<file path="src/rtl/bsd_pkg.sv">
// Package: constants, types and cell map of the boundary-scan data registers
package bsd_pkg;

  // ------------------------------------------------------------
  // Chain geometry
  // ------------------------------------------------------------
  localparam int BSR_LEN     = 84;
  localparam int IR_LEN      = 2;
  localparam int OE_GROUPS   = 5;
  localparam int SYNC_STAGES = 2;

  // ------------------------------------------------------------
  // Cell map (cell number == index into pin vectors)
  // ------------------------------------------------------------
  localparam int CELL_FRAME_GROUP_B_LO = 0;
  localparam int CELL_FRAME_GROUP_A_LO = 12;
  localparam int CELL_BUS_OUT_LO       = 24;
  localparam int CELL_BUS_OUT_HI       = 31;
  localparam int CELL_BUS_OUT_OE       = 32;
  localparam int CELL_BUS_IN_LO        = 33;
  localparam int CELL_BUS_IN_HI        = 40;
  localparam int CELL_BUS_IN_OE        = 41;
  localparam int CELL_BUS_CLK_LO       = 42;
  localparam int CELL_BUS_CLK_OE       = 46;
  localparam int CELL_LOCAL_FRAME      = 47;
  localparam int CELL_LOCAL_CLK_8MHZ   = 48;
  localparam int CELL_LOCAL_CLK_4MHZ   = 49;
  localparam int CELL_LOCAL_CLK_2MHZ   = 50;
  localparam int CELL_CONTROL_OUT      = 51;
  localparam int CELL_OUT_ONLY_OE      = 52;
  localparam int CELL_EXT_8K_REF_A     = 53;
  localparam int CELL_EXT_8K_REF_B     = 54;
  localparam int CELL_DATA_BUS_LO      = 63;
  localparam int CELL_DATA_BUS_OE      = 71;
  localparam int CELL_STROBE_LO        = 76;
  localparam int CELL_XFER_ACK_HI      = 83;

  // Output-enable groups: pin_oe bit number
  localparam int OE_BUS_OUT  = 0;
  localparam int OE_BUS_IN   = 1;
  localparam int OE_OUT_ONLY = 2;
  localparam int OE_DATA_BUS = 3;
  localparam int OE_BUS_CLK  = 4;
  localparam int OE_CELL [OE_GROUPS] = '{CELL_BUS_OUT_OE, CELL_BUS_IN_OE,
                                         CELL_OUT_ONLY_OE, CELL_DATA_BUS_OE,
                                         CELL_BUS_CLK_OE};

  // ------------------------------------------------------------
  // Instructions
  // ------------------------------------------------------------
  typedef enum logic [1:0] {
    BSD_IR_EXTEST          = 2'b00,
    BSD_IR_SAMPLE          = 2'b01,
    BSD_IR_BYPASS_TEST     = 2'b10,
    BSD_IR_BYPASS_WITHOUT  = 2'b11
  } bsd_ir_t;
  localparam logic [1:0] IR_CAPTURE_VAL = 2'b01;

  // ------------------------------------------------------------
  // Test access port states
  // ------------------------------------------------------------
  typedef enum logic [3:0] {
    TAP_RESET      = 4'h0, TAP_IDLE       = 4'h1,
    TAP_SEL_DR     = 4'h2, TAP_CAPTURE_DR = 4'h3,
    TAP_SHIFT_DR   = 4'h4, TAP_EXIT1_DR   = 4'h5,
    TAP_PAUSE_DR   = 4'h6, TAP_EXIT2_DR   = 4'h7,
    TAP_UPDATE_DR  = 4'h8, TAP_SEL_IR     = 4'h9,
    TAP_CAPTURE_IR = 4'ha, TAP_SHIFT_IR   = 4'hb,
    TAP_EXIT1_IR   = 4'hc, TAP_PAUSE_IR   = 4'hd,
    TAP_EXIT2_IR   = 4'he, TAP_UPDATE_IR  = 4'hf
  } bsd_tap_t;

  // ------------------------------------------------------------
  // Register map (AXI4-Lite byte addresses)
  // ------------------------------------------------------------
  localparam logic [7:0] REG_CTRL   = 8'h00;
  localparam logic [7:0] REG_STATUS = 8'h04;
  localparam logic [0:0] CTRL_RESET_VAL = 1'h0;
  localparam logic [1:0] RESP_OKAY   = 2'h0;
  localparam logic [1:0] RESP_SLVERR = 2'h2;

endpackage : bsd_pkg

</file>
<file path="src/rtl/bsd_scan_regs.sv">
// Boundary-scan and bypass data registers with test port and register slave
//
// Behaviour
// - Two data registers: boundary chain, bypass
// - Bypass is one shift stage
// - Cells sit between core and every pin
// - Boundary chain holds 84 cells, 0..83
// - Cell 0 leaves first, ascending order
// - Tristate-enable cells active high
// - All-zero chain floats every output
// - Cells 24-31 bus outputs, 32 enables
// - Cells 33-40 bus inputs, 41 enables
// - Cells 47-51 frame, local clocks, control
// - Cell 52 enables all output-only pins
// - Cells 63-70 data bus, 71 enables
// - Cells 76-83 strobes, address, acknowledges
// - Extest: chain selected, pins from cells
// - Bypass-with-test: bypass selected, pins from cells
// - Output on falling edge, idle when not shifting
//
// The AXI4-Lite interface to the registers and the register addresses were left to the implementer.
`timescale 1ns/10ps
module bsd_scan_regs
  import bsd_pkg::*;
#(
  parameter int N_CELLS = bsd_pkg::BSR_LEN,
  parameter int ADDR_W  = 8
) (
  // Clock, reset, enable
  input  wire logic                aclk,
  input  wire logic                aresetn,
  input  wire logic                ce,
  // Test access port pins
  input  wire logic                tck,
  input  wire logic                tms,
  input  wire logic                tdi,
  output logic                     tdo,
  output logic                     tdo_oe,
  // Core side and pin side of the cells
  input  wire logic [N_CELLS-1:0]  core_value,
  input  wire logic [bsd_pkg::OE_GROUPS-1:0] core_oe,
  input  wire logic [N_CELLS-1:0]  pin_in,
  output logic      [N_CELLS-1:0]  pin_value,
  output logic      [bsd_pkg::OE_GROUPS-1:0] pin_oe,
  output logic                     test_mode,
  // AXI4-Lite write address
  input  wire logic [ADDR_W-1:0]   s_axi_awaddr,
  input  wire logic                s_axi_awvalid,
  output logic                     s_axi_awready,
  // AXI4-Lite write data
  input  wire logic [31:0]         s_axi_wdata,
  input  wire logic [3:0]          s_axi_wstrb,
  input  wire logic                s_axi_wvalid,
  output logic                     s_axi_wready,
  // AXI4-Lite write response
  output logic [1:0]               s_axi_bresp,
  output logic                     s_axi_bvalid,
  input  wire logic                s_axi_bready,
  // AXI4-Lite read
  input  wire logic [ADDR_W-1:0]   s_axi_araddr,
  input  wire logic                s_axi_arvalid,
  output logic                     s_axi_arready,
  output logic [31:0]              s_axi_rdata,
  output logic [1:0]               s_axi_rresp,
  output logic                     s_axi_rvalid,
  input  wire logic                s_axi_rready
);
  import bsd_pkg::*;

  // ------------------------------------------------------------
  // Input synchronisers and test clock edges
  // ------------------------------------------------------------
  logic [N_CELLS+2:0] sync_q;
  logic               tck_s, tms_s, tdi_s;
  logic [N_CELLS-1:0] pin_in_s;
  logic               tck_d_r;
  logic               tck_rise, tck_fall;

  bsd_sync #(.W(N_CELLS+3)) u_sync (
    .aclk    (aclk),
    .aresetn (aresetn),
    .ce      (ce),
    .d       ({tck, tms, tdi, pin_in}),
    .q       (sync_q)
  );

  assign tck_s    = sync_q[N_CELLS+2];
  assign tms_s    = sync_q[N_CELLS+1];
  assign tdi_s    = sync_q[N_CELLS];
  assign pin_in_s = sync_q[N_CELLS-1:0];

  always_ff @(posedge aclk) begin
    if (!aresetn) begin
      tck_d_r <= 1'b0;
    end else if (ce) begin
      tck_d_r <= tck_s;
    end
  end

  assign tck_rise = tck_s & ~tck_d_r;
  assign tck_fall = ~tck_s & tck_d_r;

  // ------------------------------------------------------------
  // Test access port state machine
  // ------------------------------------------------------------
  bsd_tap_t state_r;
  bsd_tap_t state_nxt;
  logic     force_reset_r;

  always_comb begin
    case (state_r)
      TAP_RESET:      state_nxt = tms_s ? TAP_RESET     : TAP_IDLE;
      TAP_IDLE:       state_nxt = tms_s ? TAP_SEL_DR    : TAP_IDLE;
      TAP_SEL_DR:     state_nxt = tms_s ? TAP_SEL_IR    : TAP_CAPTURE_DR;
      TAP_CAPTURE_DR: state_nxt = tms_s ? TAP_EXIT1_DR  : TAP_SHIFT_DR;
      TAP_SHIFT_DR:   state_nxt = tms_s ? TAP_EXIT1_DR  : TAP_SHIFT_DR;
      TAP_EXIT1_DR:   state_nxt = tms_s ? TAP_UPDATE_DR : TAP_PAUSE_DR;
      TAP_PAUSE_DR:   state_nxt = tms_s ? TAP_EXIT2_DR  : TAP_PAUSE_DR;
      TAP_EXIT2_DR:   state_nxt = tms_s ? TAP_UPDATE_DR : TAP_SHIFT_DR;
      TAP_UPDATE_DR:  state_nxt = tms_s ? TAP_SEL_DR    : TAP_IDLE;
      TAP_SEL_IR:     state_nxt = tms_s ? TAP_RESET     : TAP_CAPTURE_IR;
      TAP_CAPTURE_IR: state_nxt = tms_s ? TAP_EXIT1_IR  : TAP_SHIFT_IR;
      TAP_SHIFT_IR:   state_nxt = tms_s ? TAP_EXIT1_IR  : TAP_SHIFT_IR;
      TAP_EXIT1_IR:   state_nxt = tms_s ? TAP_UPDATE_IR : TAP_PAUSE_IR;
      TAP_PAUSE_IR:   state_nxt = tms_s ? TAP_EXIT2_IR  : TAP_PAUSE_IR;
      TAP_EXIT2_IR:   state_nxt = tms_s ? TAP_UPDATE_IR : TAP_SHIFT_IR;
      TAP_UPDATE_IR:  state_nxt = tms_s ? TAP_SEL_DR    : TAP_IDLE;
      default:        state_nxt = TAP_RESET;
    endcase
  end

  always_ff @(posedge aclk) begin
    if (!aresetn) begin
      state_r <= TAP_RESET;
    end else if (ce) begin
      if (force_reset_r) begin
        state_r <= TAP_RESET;
      end else if (tck_rise) begin
        state_r <= state_nxt;
      end
    end
  end

  // ------------------------------------------------------------
  // Instruction register
  // ------------------------------------------------------------
  bsd_ir_t          ir_r;
  logic [IR_LEN-1:0] ir_sh_r;
  logic             sel_bsr, pins_from_cells;

  always_ff @(posedge aclk) begin
    if (!aresetn) begin
      ir_r    <= BSD_IR_BYPASS_WITHOUT;
      ir_sh_r <= '0;
    end else if (ce) begin
      if (state_r == TAP_RESET) begin
        ir_r <= BSD_IR_BYPASS_WITHOUT;
      end else if (tck_rise && state_r == TAP_UPDATE_IR) begin
        ir_r <= bsd_ir_t'(ir_sh_r);
      end
      if (tck_rise && state_r == TAP_CAPTURE_IR) begin
        ir_sh_r <= IR_CAPTURE_VAL;
      end else if (tck_rise && state_r == TAP_SHIFT_IR) begin
        ir_sh_r <= {tdi_s, ir_sh_r[IR_LEN-1:1]};
      end
    end
  end

  // Chain selected for extest and sample, bypass otherwise
  assign sel_bsr = (ir_r == BSD_IR_EXTEST) || (ir_r == BSD_IR_SAMPLE);
  assign pins_from_cells = (ir_r == BSD_IR_EXTEST) ||
                           (ir_r == BSD_IR_BYPASS_TEST);

  // ------------------------------------------------------------
  // Data registers
  // ------------------------------------------------------------
  logic [N_CELLS-1:0] bsr_sh_r;
  logic [N_CELLS-1:0] bsr_upd_r;
  logic               byp_r;

  always_ff @(posedge aclk) begin
    if (!aresetn) begin
      bsr_sh_r <= '0;
    end else if (ce && tck_rise && sel_bsr) begin
      if (state_r == TAP_CAPTURE_DR) begin
        bsr_sh_r <= pin_in_s;
      end else if (state_r == TAP_SHIFT_DR) begin
        bsr_sh_r <= {tdi_s, bsr_sh_r[N_CELLS-1:1]};
      end
    end
  end

  always_ff @(posedge aclk) begin
    if (!aresetn) begin
      bsr_upd_r <= '0;
    end else if (ce && tck_rise && sel_bsr && state_r == TAP_UPDATE_DR) begin
      bsr_upd_r <= bsr_sh_r;
    end
  end

  always_ff @(posedge aclk) begin
    if (!aresetn) begin
      byp_r <= 1'b0;
    end else if (ce && tck_rise && !sel_bsr) begin
      if (state_r == TAP_CAPTURE_DR) begin
        byp_r <= 1'b0;
      end else if (state_r == TAP_SHIFT_DR) begin
        byp_r <= tdi_s;
      end
    end
  end

  // ------------------------------------------------------------
  // Serial output on the falling test clock edge
  // ------------------------------------------------------------
  logic tdo_r, tdo_oe_r;
  logic shifting;

  assign shifting = (state_r == TAP_SHIFT_DR) || (state_r == TAP_SHIFT_IR);

  always_ff @(posedge aclk) begin
    if (!aresetn) begin
      tdo_r    <= 1'b0;
      tdo_oe_r <= 1'b0;
    end else if (ce && tck_fall) begin
      tdo_oe_r <= shifting;
      if (state_r == TAP_SHIFT_IR) begin
        tdo_r <= ir_sh_r[0];
      end else if (sel_bsr) begin
        tdo_r <= bsr_sh_r[0];
      end else begin
        tdo_r <= byp_r;
      end
    end
  end

  assign tdo    = tdo_r;
  assign tdo_oe = tdo_oe_r;

  // ------------------------------------------------------------
  // Pin drive: core or boundary cells
  // ------------------------------------------------------------
  logic [N_CELLS-1:0]   pin_value_r;
  logic [OE_GROUPS-1:0] pin_oe_r;
  logic                 test_mode_r;

  // Cell i drives pin i; the package maps the named groups
  always_ff @(posedge aclk) begin
    if (!aresetn) begin
      pin_value_r <= '0;
      test_mode_r <= 1'b0;
    end else if (ce) begin
      test_mode_r <= pins_from_cells;
      pin_value_r <= pins_from_cells ? bsr_upd_r : core_value;
    end
  end

  // One enable cell per pin group, a one drives
  always_ff @(posedge aclk) begin
    if (!aresetn) begin
      pin_oe_r <= '0;
    end else if (ce) begin
      for (int g = 0; g < OE_GROUPS; g++) begin
        pin_oe_r[g] <= pins_from_cells ? bsr_upd_r[OE_CELL[g]] : core_oe[g];
      end
    end
  end

  assign pin_value = pin_value_r;
  assign pin_oe    = pin_oe_r;
  assign test_mode = test_mode_r;

  // ------------------------------------------------------------
  // AXI4-Lite slave: control and status
  // ------------------------------------------------------------
  logic        awready_r, bvalid_r, arready_r, rvalid_r;
  logic [1:0]  bresp_r, rresp_r;
  logic [31:0] rdata_r;

  always_ff @(posedge aclk) begin
    if (!aresetn) begin
      awready_r     <= 1'b0;
      bvalid_r      <= 1'b0;
      bresp_r       <= RESP_OKAY;
      force_reset_r <= CTRL_RESET_VAL;
    end else if (ce) begin
      awready_r <= s_axi_awvalid && s_axi_wvalid && !awready_r && !bvalid_r;
      if (awready_r) begin
        bvalid_r <= 1'b1;
        if (s_axi_awaddr == REG_CTRL) begin
          bresp_r <= RESP_OKAY;
          if (s_axi_wstrb[0]) begin
            force_reset_r <= s_axi_wdata[0];
          end
        end else if (s_axi_awaddr == REG_STATUS) begin
          bresp_r <= RESP_OKAY;
        end else begin
          bresp_r <= RESP_SLVERR;
        end
      end else if (bvalid_r && s_axi_bready) begin
        bvalid_r <= 1'b0;
      end
    end
  end

  always_ff @(posedge aclk) begin
    if (!aresetn) begin
      arready_r <= 1'b0;
      rvalid_r  <= 1'b0;
      rdata_r   <= 32'h0;
      rresp_r   <= RESP_OKAY;
    end else if (ce) begin
      arready_r <= s_axi_arvalid && !arready_r && !rvalid_r;
      if (arready_r) begin
        rvalid_r <= 1'b1;
        rresp_r  <= RESP_OKAY;
        if (s_axi_araddr == REG_CTRL) begin
          rdata_r <= {31'h0, force_reset_r};
        end else if (s_axi_araddr == REG_STATUS) begin
          rdata_r <= {24'h0, tdo_oe_r, test_mode_r, ir_r, state_r};
        end else begin
          rdata_r <= 32'h0;
          rresp_r <= RESP_SLVERR;
        end
      end else if (rvalid_r && s_axi_rready) begin
        rvalid_r <= 1'b0;
      end
    end
  end

  assign s_axi_awready = awready_r;
  assign s_axi_wready  = awready_r;
  assign s_axi_bvalid  = bvalid_r;
  assign s_axi_bresp   = bresp_r;
  assign s_axi_arready = arready_r;
  assign s_axi_rvalid  = rvalid_r;
  assign s_axi_rdata   = rdata_r;
  assign s_axi_rresp   = rresp_r;

  // ------------------------------------------------------------
  // Assertions
  // ------------------------------------------------------------
  property p_bypass_stage;
    @(posedge aclk) disable iff (!aresetn)
    (ce && tck_rise && !sel_bsr && state_r == TAP_SHIFT_DR) |=> byp_r == $past(tdi_s);
  endproperty
  a_bypass_stage: assert property (p_bypass_stage)
    else $error("bypass stage did not take the input bit");

  property p_chain_shift;
    @(posedge aclk) disable iff (!aresetn)
    (ce && tck_rise && sel_bsr && state_r == TAP_SHIFT_DR) |=>
      (bsr_sh_r[N_CELLS-2:0] == $past(bsr_sh_r[N_CELLS-1:1])) &&
      (bsr_sh_r[N_CELLS-1] == $past(tdi_s));
  endproperty
  a_chain_shift: assert property (p_chain_shift)
    else $error("chain did not shift toward cell 0");

  property p_out_on_fall;
    @(posedge aclk) disable iff (!aresetn)
    (tdo_r != $past(tdo_r)) || (tdo_oe_r != $past(tdo_oe_r)) |-> $past(tck_fall);
  endproperty
  a_out_on_fall: assert property (p_out_on_fall)
    else $error("serial output changed away from a falling edge");

  property p_out_idle;
    @(posedge aclk) disable iff (!aresetn)
    (ce && tck_fall) |=> tdo_oe_r == $past(shifting);
  endproperty
  a_out_idle: assert property (p_out_idle)
    else $error("serial output enable wrong after falling edge");

  property p_reset_instr;
    @(posedge aclk) disable iff (!aresetn)
    (ce && state_r == TAP_RESET) |=> ir_r == BSD_IR_BYPASS_WITHOUT;
  endproperty
  a_reset_instr: assert property (p_reset_instr)
    else $error("test reset did not load bypass without test");

  property p_extest_pins;
    @(posedge aclk) disable iff (!aresetn)
    (ce && ir_r == BSD_IR_EXTEST) |=> test_mode_r && (pin_value_r == $past(bsr_upd_r));
  endproperty
  a_extest_pins: assert property (p_extest_pins)
    else $error("extest pins not taken from cells");

  property p_bypass_test;
    @(posedge aclk) disable iff (!aresetn)
    (ce && ir_r == BSD_IR_BYPASS_TEST) |-> !sel_bsr ##1 (pin_value_r == $past(bsr_upd_r));
  endproperty
  a_bypass_test: assert property (p_bypass_test)
    else $error("bypass with test selection or pins wrong");

  property p_bus_out_oe;
    @(posedge aclk) disable iff (!aresetn)
    (ce && pins_from_cells) |=> pin_oe_r[OE_BUS_OUT] == $past(bsr_upd_r[CELL_BUS_OUT_OE]);
  endproperty
  a_bus_out_oe: assert property (p_bus_out_oe)
    else $error("bus output enable not from its cell");

  property p_bus_in_oe;
    @(posedge aclk) disable iff (!aresetn)
    (ce && pins_from_cells) |=> pin_oe_r[OE_BUS_IN] == $past(bsr_upd_r[CELL_BUS_IN_OE]);
  endproperty
  a_bus_in_oe: assert property (p_bus_in_oe)
    else $error("bus input enable not from its cell");

  property p_out_only_oe;
    @(posedge aclk) disable iff (!aresetn)
    (ce && pins_from_cells) |=> pin_oe_r[OE_OUT_ONLY] == $past(bsr_upd_r[CELL_OUT_ONLY_OE]);
  endproperty
  a_out_only_oe: assert property (p_out_only_oe)
    else $error("output-only enable not from its cell");

  property p_data_oe;
    @(posedge aclk) disable iff (!aresetn)
    (ce && pins_from_cells) |=> pin_oe_r[OE_DATA_BUS] == $past(bsr_upd_r[CELL_DATA_BUS_OE]);
  endproperty
  a_data_oe: assert property (p_data_oe)
    else $error("data bus enable not from its cell");

  property p_all_off;
    @(posedge aclk) disable iff (!aresetn)
    (ce && pins_from_cells && bsr_upd_r == '0) |=> pin_oe_r == '0;
  endproperty
  a_all_off: assert property (p_all_off)
    else $error("all-zero chain left an output enabled");

  c_extest: cover property (@(posedge aclk) disable iff (!aresetn)
    ir_r == BSD_IR_EXTEST && state_r == TAP_UPDATE_DR && tck_rise);
  c_bypass_shift: cover property (@(posedge aclk) disable iff (!aresetn)
    !sel_bsr && state_r == TAP_SHIFT_DR && tck_rise);
  c_ir_update: cover property (@(posedge aclk) disable iff (!aresetn)
    state_r == TAP_UPDATE_IR && tck_rise);
  c_axi_read: cover property (@(posedge aclk) disable iff (!aresetn)
    rvalid_r && s_axi_rready);

endmodule : bsd_scan_regs

</file>
<file path="src/rtl/bsd_sync.sv">
// Two-stage synchroniser for inputs from outside the clock domain
`timescale 1ns/10ps
module bsd_sync #(
  parameter int W = 1
) (
  // Clock and control
  input  wire logic         aclk,
  input  wire logic         aresetn,
  input  wire logic         ce,
  // Data
  input  wire logic [W-1:0] d,
  output logic      [W-1:0] q
);
  logic [W-1:0] meta_r;
  logic [W-1:0] q_r;

  always_ff @(posedge aclk) begin
    if (!aresetn) begin
      meta_r <= '0;
      q_r    <= '0;
    end else if (ce) begin
      meta_r <= d;
      q_r    <= meta_r;
    end
  end

  assign q = q_r;
endmodule : bsd_sync

</file>
<file path="config.mk">
export PLATFORM = sky130hd
export DESIGN_NAME = bsd_scan_regs
export DESIGN_NICKNAME = d
export VERILOG_FILES = /design/src/rtl/bsd_pkg.sv /design/src/rtl/bsd_scan_regs.sv /design/src/rtl/bsd_sync.sv
export SDC_FILE = /design/constraint.sdc
export NUM_CORES = 1
export LEC_CHECK = 0
export BUFFER_PORTS_ARGS = -buffer_cell sky130_fd_sc_hd__buf_2
export CAP_MARGIN = 25
export CORE_MARGIN = 5
export CORE_UTILIZATION = 38
export DETAILED_ROUTE_END_ITERATION = 12
export GPL_TIMING_DRIVEN = 0
export SLEW_MARGIN = 5
export SYNTH_ARGS = -nofsm -noshare
export SYNTH_HDL_FRONTEND = slang
export SYNTH_SLANG_ARGS = --single-unit
</file>
<file path="constraint.sdc">
create_clock -name aclk -period 2.1 [get_ports aclk]
set_input_delay 0 -clock aclk [delete_from_list [all_inputs] [get_ports aclk]]
set_output_delay 0 -clock aclk [all_outputs]
set_load 0.05 [all_outputs]
</file>
==> results.rst, run 1 <==
.. list-table::
   :header-rows: 1

   * - Metric
     - Value
   * - Run status
     - complete, no violations
   * - Avg Synthesized Cell Area
     - 10.0 um^2
   * - Number of antenna violations at the first check in global routing
     - 2
   * - Critical Path Fanout Max
     - 7
   * - Startpoint of the worst-slack reg-to-reg timing path
     - state_r[3]$_SDFFE_PN0P_
   * - Post-route standard cell area excluding fillers
     - 0.0255 mm^2
   * - Via count of the routed design
     - 15600
   * - GRT met3 Usage
     - 0.0367
   * - Number of DRC markers in iteration 0
     - 780
   * - Yosys top cell by area
     - dfxtp_1
   * - Setup repair after global routing missed its margin
     - true
   * - Cell with the most instances after synthesis
     - dfxtp_1
   * - Hold Crit Class
     - in -> reg
   * - Grt met2 use
     - 0.344
   * - Beginning of the worst hold path
     - aresetn
   * - Clock skew
     - 0.0101 ns
   * - Clock sink count
     - 459
   * - Largest net degree at the start of global routing
     - 15
   * - Number of distinct standard cells referenced by the synthesized netlist
     - 51
   * - Number of H-tree branching levels
     - 2
   * - Crit share post-route
     - 0.987
   * - Share of Yosys cell area claimed by the top area cell type
     - 0.483
   * - FF-to-FF path depth
     - 8
   * - Prevailing post-synth register cell
     - dfxtp_1
   * - Asr flop ratio synth
     - 0
   * - Synth Instances
     - 1898
   * - Portion of the post-synthesis area used by sequential elements
     - 0.483
   * - Final sum of negative setup slack
     - 0 ns
   * - Busiest layer in global routing
     - met2
   * - Highest ir drop seen on vdd
     - 0.537 mV
   * - Worst-case headroom to the max-slew limit
     - 0.346
   * - Ratio of total power to cell area
     - 795 mW/mm^2
   * - CTS clock-pin slew for the worst setup and hold paths
     - 0.06 ns
   * - Number of enable flip-flop cells after synthesis
     - 0
   * - Number of synthesis warnings
     - 0
   * - Synth area leaders
     - dfxtp_1, mux2i_1, o211a_1, nand2_1, nor2b_1
   * - Maximum Capacitance Violations
     - 0
   * - Routing usage on met1
     - 0.267
   * - Setup violation total in the final timing report
     - 0
   * - Number of nets in the finished design
     - 2722
   * - Total Routing Usage GR
     - 0.205
   * - Achievable clock frequency
     - 483 MHz
   * - Area of the die
     - 0.0546 mm^2
   * - Cell types with the highest counts after synthesis
     - dfxtp_1, nand2_1, mux2i_1, nor2b_1, o211a_1
   * - Average wire length per cell after detail routing
     - 18.2 um
   * - Fillcell total
     - 4569
   * - Transition time at the pin with the least slew margin
     - 0.981 ns
   * - First-pass GRT wire length
     - 88.6 mm
   * - Fraction of final layout cells sized beyond drive strength 1
     - 0.203
   * - Post-synthesis register bit count
     - 459
   * - Final HPWL DP
     - 42.0 mm
   * - Clock latency on the worst-skew pair
     - 0.57 ns
   * - Time the final worst path needs with I/O delays and setup
     - 2.07 ns
   * - Number of rows created at floorplan
     - 82
   * - Worst hold path stage count
     - 3
   * - Clk buf depth
     - 3
   * - TritonCTS buffer count
     - 49
   * - Critical path capture point type
     - register
   * - Max Transition Viols Final
     - 0
   * - Initial core utilization
     - 0.381
   * - Layout-stage area growth over the synthesis result
     - 34.1%
   * - Placement Cell Area
     - 0.0216 mm^2
   * - Worst reg2reg endpoint
     - bsr_upd_r[61]$_SDFFE_PN0P_
   * - Number of failing hold endpoints at the final stage
     - 0
   * - Static Leakage
     - 0.0124 uW
   * - Worst setup path class
     - reg -> reg
   * - Endpoint arrival time on the critical path
     - 2.53 ns
   * - Cell area after synthesis
     - 0.0190 mm^2
   * - Global route total overflow
     - 0
   * - Required time at the endpoint of the critical path
     - 2.56 ns
   * - Width of the die
     - 234 um
   * - Final Power
     - 20300 uW
   * - TritonCTS clock tree
     - yes
   * - Buffers on Ports
     - 308
   * - End of the worst hold path
     - bsr_upd_r[81]$_SDFFE_PN0P_
   * - Worst setup SP type
     - register
   * - Top Ports
     - 369
   * - Core region area
     - 0.0499 mm^2
   * - Gpl congestion
     - 0.833
   * - Worst reg-to-reg setup slack
     - 0.03 ns
   * - Buffer cell driving the clock tree root
     - clkbuf_16
   * - Post-detailed-route count of antenna-violating nets
     - 0
   * - Routed wire length
     - 58.3 mm
   * - Average via count per standard cell
     - 4.89
   * - Height of the die
     - 234 um
   * - Via count of the first global-routing pass
     - 15800
   * - Number of iterations in the first detailed-routing pass
     - 5
   * - DRC violations left
     - 0
power by group:
group / internal [uW] / switching, uW / leakage, uW
Sequential: 8990 / 171 / 0.00375
Combinational: 935 / 1320 / 0.00788
Clock: 5320 / 3530 / 0.000815
area by class of cell:
| class | instances | area (um^2) | share of cell area |
|---|---|---|---|
| multi-input combinational | 1273 | 9150 | 0.359 |
| tap | 672 | 841 | 0.0330 |
| inverter | 6 | 22.5 | 0.000883 |
| clock buffer | 70 | 1430 | 0.0559 |
| sequential | 459 | 9200 | 0.360 |
| antenna | 2 | 5.00 | 0.000196 |
| clock inverter | 18 | 228 | 0.00892 |
| timing repair buffer | 513 | 3630 | 0.142 |
| buffer | 184 | 1020 | 0.0399 |
logic make-up after synthesis:
logic type / count (synthesis) / synth area share
AOI/OAI and AO/OA: 322 / 0.145
xor gates and xnor gates: 1 / 0.000461
buffers and inverters: 191 / 0.0451
DFF: 459 / 0.483
muxes: 343 / 0.180
other: 1 / 0.000197
and+or+nand+nor: 581 / 0.145
critical path, stage by stage (launching register included):
cell and delay [ns]:
dfxtp_2 0.32, buf_6 0.11, or4b_4 0.47, or3_4 0.43, clkbuf_16 0.19, buf_12 0.15
clkbuf_16 0.17, nand2_4 0.05, a21boi_1 0.05
worst max path at each step:
stage | start | endpoint | slack (ns) | depth (start not counted)
2_1_floorplan | state_r[3]$_SDFFE_PN0P_ | bsr_upd_r[23]$_SDFFE_PN0P_ | 0.14 | 7
3_3_place_gp | ce | pin_value[47]$_SDFFE_PN0P_ | -1.17 | 7
3_5_place_dp | ir_r[0]$_SDFFE_PN1P_ | pin_value[69]$_SDFFE_PN0P_ | -1.03 | 6
4_1_cts | state_r[3]$_SDFFE_PN0P_ | bsr_upd_r[71]$_SDFFE_PN0P_ | -0.02 | 8
5_1_grt | state_r[3]$_SDFFE_PN0P_ | bsr_upd_r[61]$_SDFFE_PN0P_ | -0.02 | 8
6_report | state_r[3]$_SDFFE_PN0P_ | bsr_upd_r[61]$_SDFFE_PN0P_ | 0.03 | 8
registers in the layout (all words and copies together) (netlist names), 2 cells and up:
signal / flops
bsr_sh_r: 84
pin_value: 84
state_r: 4
ir_sh_r: 2
bsr_upd_r: 84
u_sync.q: 87
s_axi_rdata: 8
u_sync.meta_r: 87
pin_oe: 5
ir_r: 2
cells in the final DEF (no fill, tap or decap), drive strengths merged, types with 2 or more instances in the layout:
cell         instances
dfxtp              459
buf                400
nand2              346
mux2i              343
dlygate4sd3        190
nor2b              186
clkbuf             176
o211a              165
a21boi              89
conb                26
a21oi               24
o21ai               16
clkinv              11
a22o                10
nor2                 8
inv                  6
nor3                 6
nand3                5
nand2b               5
bufinv               5
nand3b               4
nand4                3
a31oi                3
or3                  3
diode                2
and3                 2
a211oi               2
nor4                 2
and3b                2
clkinvlp             2
and2                 2
a2111oi              2
through the flow:
stage               setup slack (ns)  hold WS, ns   util  instances
floorplan                      0.144        0.142      -       1923
global placement               -1.17        0.256  0.431       2903
detailed placement             -1.03        0.259  0.432       2907
CTS                          -0.0162       0.0882  0.507       3189
global route                 -0.0227        0.111  0.512       3195
finish                        0.0277        0.133  0.512       3197
repair_timing:
action / CTS / global route
hold buffers: 191 / 0
pin swaps: 1 / 8
setup endpoints to repair: 254 / 161
gates resized for setup: 56 / 83
gates cloned: 0 / 2
hold endpoints to repair: 191 / 0
buffers inserted: 4 / 5
routing by layer:
layer | share of wire | up-vias | wire, um
met1 | 0.45 | 7408 | 25900
met4 | 0.035 | 0 | 2040
met2 | 0.47 | 400 | 27200
li1 | - | 7692 | -
met5 | 0 | - | 0
met3 | 0.052 | 121 | 3030
(Power assumes the default switching activity.)
==> run 2, diff against run 1 <==
- SETUP_SLACK_MARGIN: default -> 0.1
==> run 2 against run 1 <==
  * Clock skew grew 0.00097 ns
  * Sequential cell count is the same
  * Clock-buffer cell count is the same
  * Fmax grew 1.1%
  * Wire length grew 0.52%
  * Die area is the same
  * Core utilization grew 0.45 points
  * Cell area grew 0.89%
  * Critical path depth is the same
  * Critical path type unchanged
  * Critical endpoint is now bsr_upd_r[59]$_SDFFE_PN0P_
  * Highest routed layer unchanged
==> results.rst, run 2 (synthesis results as in run 1) <==
.. list-table::
   :header-rows: 1

   * - Metric
     - Value
   * - Run status
     - complete, no violations
   * - Hold Crit Class
     - in -> reg
   * - Largest net degree at the start of global routing
     - 15
   * - Number of rows created at floorplan
     - 82
   * - Gpl congestion
     - 0.833
   * - Top library cells by usage in the layout, fill and taps aside
     - dfxtp_1, mux2i_1, nand2_1, buf_2, dlygate4sd3_1
   * - Highest ir drop seen on vdd
     - 0.538 mV
   * - Static Leakage
     - 0.0125 uW
   * - CTS clock-pin slew for the worst setup and hold paths
     - 0.06 ns
   * - Total Routing Usage GR
     - 0.206
   * - Endpoint arrival time on the critical path
     - 2.51 ns
   * - Clock sink count
     - 459
   * - Worst setup SP type
     - register
   * - Pre-CTS setup slack
     - -1.03 ns
   * - Post-detailed-route count of antenna-violating nets
     - 0
   * - Core region area
     - 0.0499 mm^2
   * - Fraction of final layout cells sized beyond drive strength 1
     - 0.211
   * - Time the final worst path needs with I/O delays and setup
     - 2.05 ns
   * - Worst path max stage delay
     - 0.47 ns
   * - TritonCTS clock tree
     - yes
   * - Beginning of the worst hold path
     - aresetn
   * - Crit share post-route
     - 0.976
   * - Maximum Capacitance Violations
     - 0
   * - Number of DRC markers in iteration 0
     - 714
   * - Final HPWL DP
     - 42.0 mm
   * - Cell repeated most along the worst path
     - clkbuf_16
   * - Number of H-tree branching levels
     - 2
   * - Buffers on Ports
     - 308
   * - Cells traversed along the worst timing path
     - buf_6 > or4b_4 > or3_4 > clkbuf_16 > buf_12 > clkbuf_16 > nand2_2 > a21boi_2
   * - Required time at the endpoint of the critical path
     - 2.56 ns
   * - Width of the die
     - 234 um
   * - Initial core utilization
     - 0.381
   * - DRC violations left
     - 0
   * - Average wire length per cell after detail routing
     - 18.3 um
   * - Number of antenna violations at the first check in global routing
     - 2
   * - Top Ports
     - 369
   * - TritonCTS buffer count
     - 49
   * - Max Transition Viols Final
     - 0
   * - Number of iterations in the first detailed-routing pass
     - 6
   * - Ratio of total power to cell area
     - 788 mW/mm^2
   * - Worst-case headroom to the max-slew limit
     - 0.323
   * - Filler-free cell count of the finished design
     - 3198
   * - Clock latency on the worst-skew pair
     - 0.58 ns
   * - Worst path slowest cell
     - or4b_4
   * - Layout-stage area growth over the synthesis result
     - 35.3%
   * - Sum of buffers and inverters on the critical path
     - 4
   * - Clock skew
     - 0.0111 ns
   * - Critical path's top delay family
     - simple AND/OR/NAND/NOR gates
   * - Achievable clock frequency
     - 488 MHz
   * - Number of failing hold endpoints at the final stage
     - 0
   * - Number of nets in the finished design
     - 2723
   * - Via count of the first global-routing pass
     - 15800
   * - Critical Path Fanout Max
     - 5
   * - Area of the die
     - 0.0546 mm^2
   * - Via count of the routed design
     - 15700
   * - Number of cells after detailed placement
     - 2907
   * - Setup repair after global routing missed its margin
     - true
   * - Clk buf depth
     - 3
   * - Fillcell total
     - 4559
   * - Worst setup path class
     - reg -> reg
   * - First-pass GRT wire length
     - 89.0 mm
   * - Routed wire length
     - 58.6 mm
   * - Average via count per standard cell
     - 4.89
   * - Launching instance or port of the critical path
     - state_r[3]$_SDFFE_PN0P_
   * - Buffer cell driving the clock tree root
     - clkbuf_16
   * - Worst setup margin
     - 0.0502 ns
   * - Height of the die
     - 234 um
   * - Setup violation total in the final timing report
     - 0
   * - Most common library cell in the layout ignoring fill and taps
     - dfxtp_1
   * - Critical path capture point type
     - register
   * - Global route total overflow
     - 0
   * - Transition time at the pin with the least slew margin
     - 1.02 ns
   * - Startpoint of the worst-slack reg-to-reg timing path
     - state_r[3]$_SDFFE_PN0P_
## run 2: cell count changes in the layout (fill, tap and decap cells not counted), moves of 5 or more
cell	previous run	this run
buf_6	8	18
a21boi_1	31	26
nand2_4	4	11
a21boi_2	4	12
nand2_1	334	325
buf_2	324	313
## run 2: stage by stage
| step | TNS, ns | hold WS [ns] | total power (uW) | utilization | cell area (um^2) |
|---|---|---|---|---|---|
| floorplan | 0 | 0.142 | 10700 | - | 19100 |
| global placement | -244.94 | 0.256 | 11300 | 0.431 | 21500 |
| detailed placement | -200.71 | 0.259 | 11300 | 0.432 | 21600 |
| CTS | 0 | 0.0885 | 20500 | 0.512 | 25500 |
| global route | 0 | 0.118 | 21000 | 0.516 | 25700 |
| finish | 0 | 0.108 | 20300 | 0.516 | 25700 |
## run 2: routing by layer
metal	up-vias	share of wire	global-route usage
met1	7425	0.44	0.268
met4	0	0.035	0.0729
met5	-	0	0
li1	7690	-	-
met3	120	0.055	0.0383
met2	416	0.47	0.345
## run 2: area by class of cell
type / count / area, um^2 / area share
Antenna cell: 2 / 5.00 / 0.000194
Tap cell: 672 / 841 / 0.0327
Multi-Input combinational cell: 1273 / 9240 / 0.359
Buffer: 184 / 1130 / 0.0437
Sequential cell: 459 / 9200 / 0.357
Clock inverter: 18 / 228 / 0.00885
Clock buffer: 70 / 1430 / 0.0554
Timing Repair Buffer: 514 / 3650 / 0.142
Inverter: 6 / 22.5 / 0.000875
## run 2: path summary, 6_finish.rpt
check / slack, ns / depth (start not counted) / to
max reg2reg: 0.05 / 8 / bsr_upd_r[59]$_SDFFE_PN0P_
min reg2reg: 0.45 / 2 / bsr_upd_r[33]$_SDFFE_PN0P_
max: 0.05 / 8 / bsr_upd_r[59]$_SDFFE_PN0P_
min: 0.11 / 3 / bsr_upd_r[80]$_SDFFE_PN0P_
## run 2: power breakdown
part | total (uW) | internal [uW] | switching (uW)
sequential | 9170 | 8990 | 171
combinational | 2260 | 936 | 1320
clock | 8870 | 5320 | 3550
total | 20300 | 15300 | 5040
## run 2: worst min-delay path, stage by stage
cell	delay [ns]
buf_2	0.13
clkbuf_1	0.29
a21boi_0	0.22
## run 2: timing repair
action                                  4_1_cts  5_1_grt
hold buffers                                191        0
endpoints found under the hold margin       191        0
endpoints found under the setup margin      303      167
gates resized for setup                     125       72
cloned                                        2        1
pin swaps                                    24        7
buffers inserted                              8        0
==> run 3, diff against run 2 <==
- ABC_AREA: default -> 1
==> run 3 against run 2 <==
  * Sequential power rose by 0.7%
  * Wire length rose by 7.9%
  * Non-clock buffer count rose by 32
  * Fmax rose by 8.6%
  * Sequential share of layout area rose by 1.6 points
  * Clock skew rose by 0.00070 ns
  * Clock-buffer cell count did not move
  * Synthesized cell count rose by 32%
  * Area after synthesis fell by 3.1%
  * Global-route usage rose by 2.5 points
  * Critical path type unchanged
==> results.rst, run 3 <==
.. list-table::
   :header-rows: 1

   * - Metric
     - Value
   * - Run status
     - complete, no violations
   * - Via count of the first global-routing pass
     - 18300
   * - Ratio of total power to cell area
     - 835 mW/mm^2
   * - Buffer cell driving the clock tree root
     - clkbuf_16
   * - Max Transition Viols Final
     - 0
   * - Static Leakage
     - 0.0112 uW
   * - Number of failing hold endpoints at the final stage
     - 0
   * - Total Routing Usage GR
     - 0.231
   * - Cell area after synthesis
     - 0.0184 mm^2
   * - Launching instance or port of the critical path
     - ir_r[0]$_SDFFE_PN1P_
   * - Number of iterations in the first detailed-routing pass
     - 6
   * - Gpl congestion
     - 0.872
   * - Share of Yosys cell area claimed by the top area cell type
     - 0.499
   * - Worst setup margin
     - 0.212 ns
   * - Clock sink count
     - 459
   * - First-pass GRT wire length
     - 99.3 mm
   * - Setup Fix Bufs, Post-CTS
     - 0
   * - Transition time at the pin with the least slew margin
     - 1.10 ns
   * - Required time at the endpoint of the critical path
     - 2.63 ns
   * - Startpoint of the worst-slack reg-to-reg timing path
     - ir_r[0]$_SDFFE_PN1P_
   * - Average via count per standard cell
     - 4.96
   * - Worst setup SP type
     - register
   * - Final HPWL DP
     - 45.6 mm
   * - Synth area leaders
     - dfxtp_1, o21ai_0, nor2_1, nand2_1, a21oi_1
   * - Avg Synthesized Cell Area
     - 7.36 um^2
   * - TritonCTS buffer count
     - 49
   * - Buffers on Ports
     - 307
   * - Layout-stage area growth over the synthesis result
     - 33.5%
   * - Number of nets in the finished design
     - 3325
   * - TritonCTS clock tree
     - yes
   * - End of the worst hold path
     - u_sync.meta_r[10]$_SDFFE_PN0P_
   * - Synth Instances
     - 2503
   * - Final Power
     - 20500 uW
   * - Fillcell total
     - 4645
   * - Most common library cell in the layout ignoring fill and taps
     - dfxtp_1
   * - Setup violation total in the final timing report
     - 0
   * - Core region area
     - 0.0478 mm^2
   * - Post-synthesis register bit count
     - 459
   * - Placement Cell Area
     - 0.0209 mm^2
   * - Multi-input logic area
     - 0.00758 mm^2
   * - Beginning of the worst hold path
     - ce
   * - Setup repair after global routing missed its margin
     - false
   * - Clock skew
     - 0.0118 ns
   * - Time the final worst path needs with I/O delays and setup
     - 1.89 ns
   * - Fraction of final layout cells sized beyond drive strength 1
     - 0.158
   * - Number of antenna violations at the first check in global routing
     - 3
   * - Achievable clock frequency
     - 530 MHz
   * - Clk buf depth
     - 3
   * - Width of the die
     - 230 um
   * - Number of distinct standard cells referenced by the synthesized netlist
     - 31
   * - Number of enable flip-flop cells after synthesis
     - 0
   * - Clock latency on the worst-skew pair
     - 0.59 ns
   * - Number of H-tree branching levels
     - 2
   * - FF-to-FF path depth
     - 7
   * - Number of DRC markers in iteration 0
     - 1122
   * - Average wire length per cell after detail routing
     - 16.9 um
   * - Critical path capture point type
     - register
   * - Post-detailed-route count of antenna-violating nets
     - 0
   * - CTS clock-pin slew for the worst setup and hold paths
     - 0.06 ns
   * - Prevailing post-synth register cell
     - dfxtp_1
   * - Area of the die
     - 0.0530 mm^2
   * - Worst setup path class
     - reg -> reg
   * - Endpoint arrival time on the critical path
     - 2.42 ns
   * - Pre-CTS setup slack
     - -0.333 ns
   * - Global route total overflow
     - 0
   * - Yosys top cell by area
     - dfxtp_1
   * - Hold Crit Class
     - in -> reg
   * - Area of all sequential standard cells
     - 0.00919 mm^2
   * - Critical Path Fanout Max
     - 10
   * - Number of synthesis warnings
     - 0
   * - Cell with the most instances after synthesis
     - dfxtp_1
   * - Crit share post-route
     - 0.899
   * - Via count of the routed design
     - 18600
   * - Initial core utilization
     - 0.385
   * - Top library cells by usage in the layout, fill and taps aside
     - dfxtp_1, nor2_1, o21ai_0, buf_2, nand2_1
   * - Number of rows created at floorplan
     - 80
   * - Highest ir drop seen on vdd
     - 0.559 mV
   * - Cell types with the highest counts after synthesis
     - dfxtp_1, nor2_1, o21ai_0, nand2_1, inv_1
   * - Routed wire length
     - 63.2 mm
   * - Portion of the post-synthesis area used by sequential elements
     - 0.499
   * - DRC violations left
     - 0
   * - Largest net degree at the start of global routing
     - 14
   * - Maximum Capacitance Violations
     - 0
   * - Worst reg-to-reg setup slack
     - 0.21 ns
   * - Top Ports
     - 369
   * - Post-route standard cell area excluding fillers
     - 0.0246 mm^2
   * - Asr flop ratio synth
     - 0
   * - Worst reg2reg endpoint
     - pin_value[58]$_SDFFE_PN0P_
   * - Worst-case headroom to the max-slew limit
     - 0.270
   * - Height of the die
     - 230 um
   * - Worst hold path stage count
     - 4
run 3: cell count changes after synthesis, sizes merged, moves of 164 or more:
cell,previous run,this run
o21ai,16,446
o211a,165,1
nor2,8,450
inv,6,202
mux2i,343,0
nor2b,186,1
run 3: critical path: stages, from the launching register on:
cell and delay (ns):
dfxtp_1 0.32, inv_1 0.11, clkbuf_2 0.40, clkbuf_1 0.46, nand2_1 0.22, nand3_1 0.12, o211ai_1 0.09, inv_1 0.09
run 3: final cells by class:
| type | count | area share |
|---|---|---|
| Buffer | 220 | 0.0423 |
| Inverter | 203 | 0.0310 |
| Clock inverter | 18 | 0.00824 |
| Clock buffer | 70 | 0.0588 |
| Multi-Input combinational cell | 1646 | 0.308 |
| Antenna cell | 3 | 0.000305 |
| Sequential cell | 459 | 0.374 |
| Timing Repair Buffer | 510 | 0.146 |
| Tap cell | 615 | 0.0313 |
run 3: timing repair:
item / CTS / global route
endpoints found under the setup margin: 98 / 128
gates resized for setup: 6 / 15
endpoints found under the hold margin: 194 / 0
hold buffers: 197 / 0
pin swaps: 0 / 1
run 3: layer usage:
metal  routed length (um)  track usage  vias up  part of all wire
li1                     -            -     9311                 -
met1                27300        0.294     8566              0.43
met2                30200        0.399      540              0.48
met3                 2930       0.0258      155             0.046
met4                 2710       0.0983        0             0.043
met5                    0            0        -                 0
run 3: cell families after synthesis:
group | Yosys count | synth area share
AOI/OAI and AO/OA | 730 | 0.212
buffers and inverters | 423 | 0.0970
DFF | 459 | 0.499
other | 1 | 0.000203
and+or+nand+nor | 890 | 0.193
run 3: power by group:
group	internal, uW	leakage (uW)	switching (uW)
clock network	5260	0.000818	3560
registers	9070	0.00376	162
logic	863	0.00664	1610
total	15200	0.0112	5330
run 3: how the worst max path moves through the flow:
stage	endpoint	cells past startpoint
4_1_cts	bsr_upd_r[44]$_SDFFE_PN0P_	9
6_report	pin_value[58]$_SDFFE_PN0P_	7
2_1_floorplan	bsr_upd_r[19]$_SDFFE_PN0P_	9
3_3_place_gp	pin_value[45]$_SDFFE_PN0P_	7
3_5_place_dp	u_sync.q[74]$_SDFFE_PN0P_	7
5_1_grt	bsr_upd_r[24]$_SDFFE_PN0P_	9
run 3: stage by stage:
stage	utilization	hold WS [ns]	TNS [ns]	cells
6_report	0.514	0.0673	0	3744
3_3_place_gp	0.435	0.227	-49.33	3450
3_5_place_dp	0.437	0.226	-20.90	3456
4_1_cts	0.513	0.0253	0	3741
5_1_grt	0.514	0.0913	0	3743
2_1_floorplan	-	0.135	0	2528
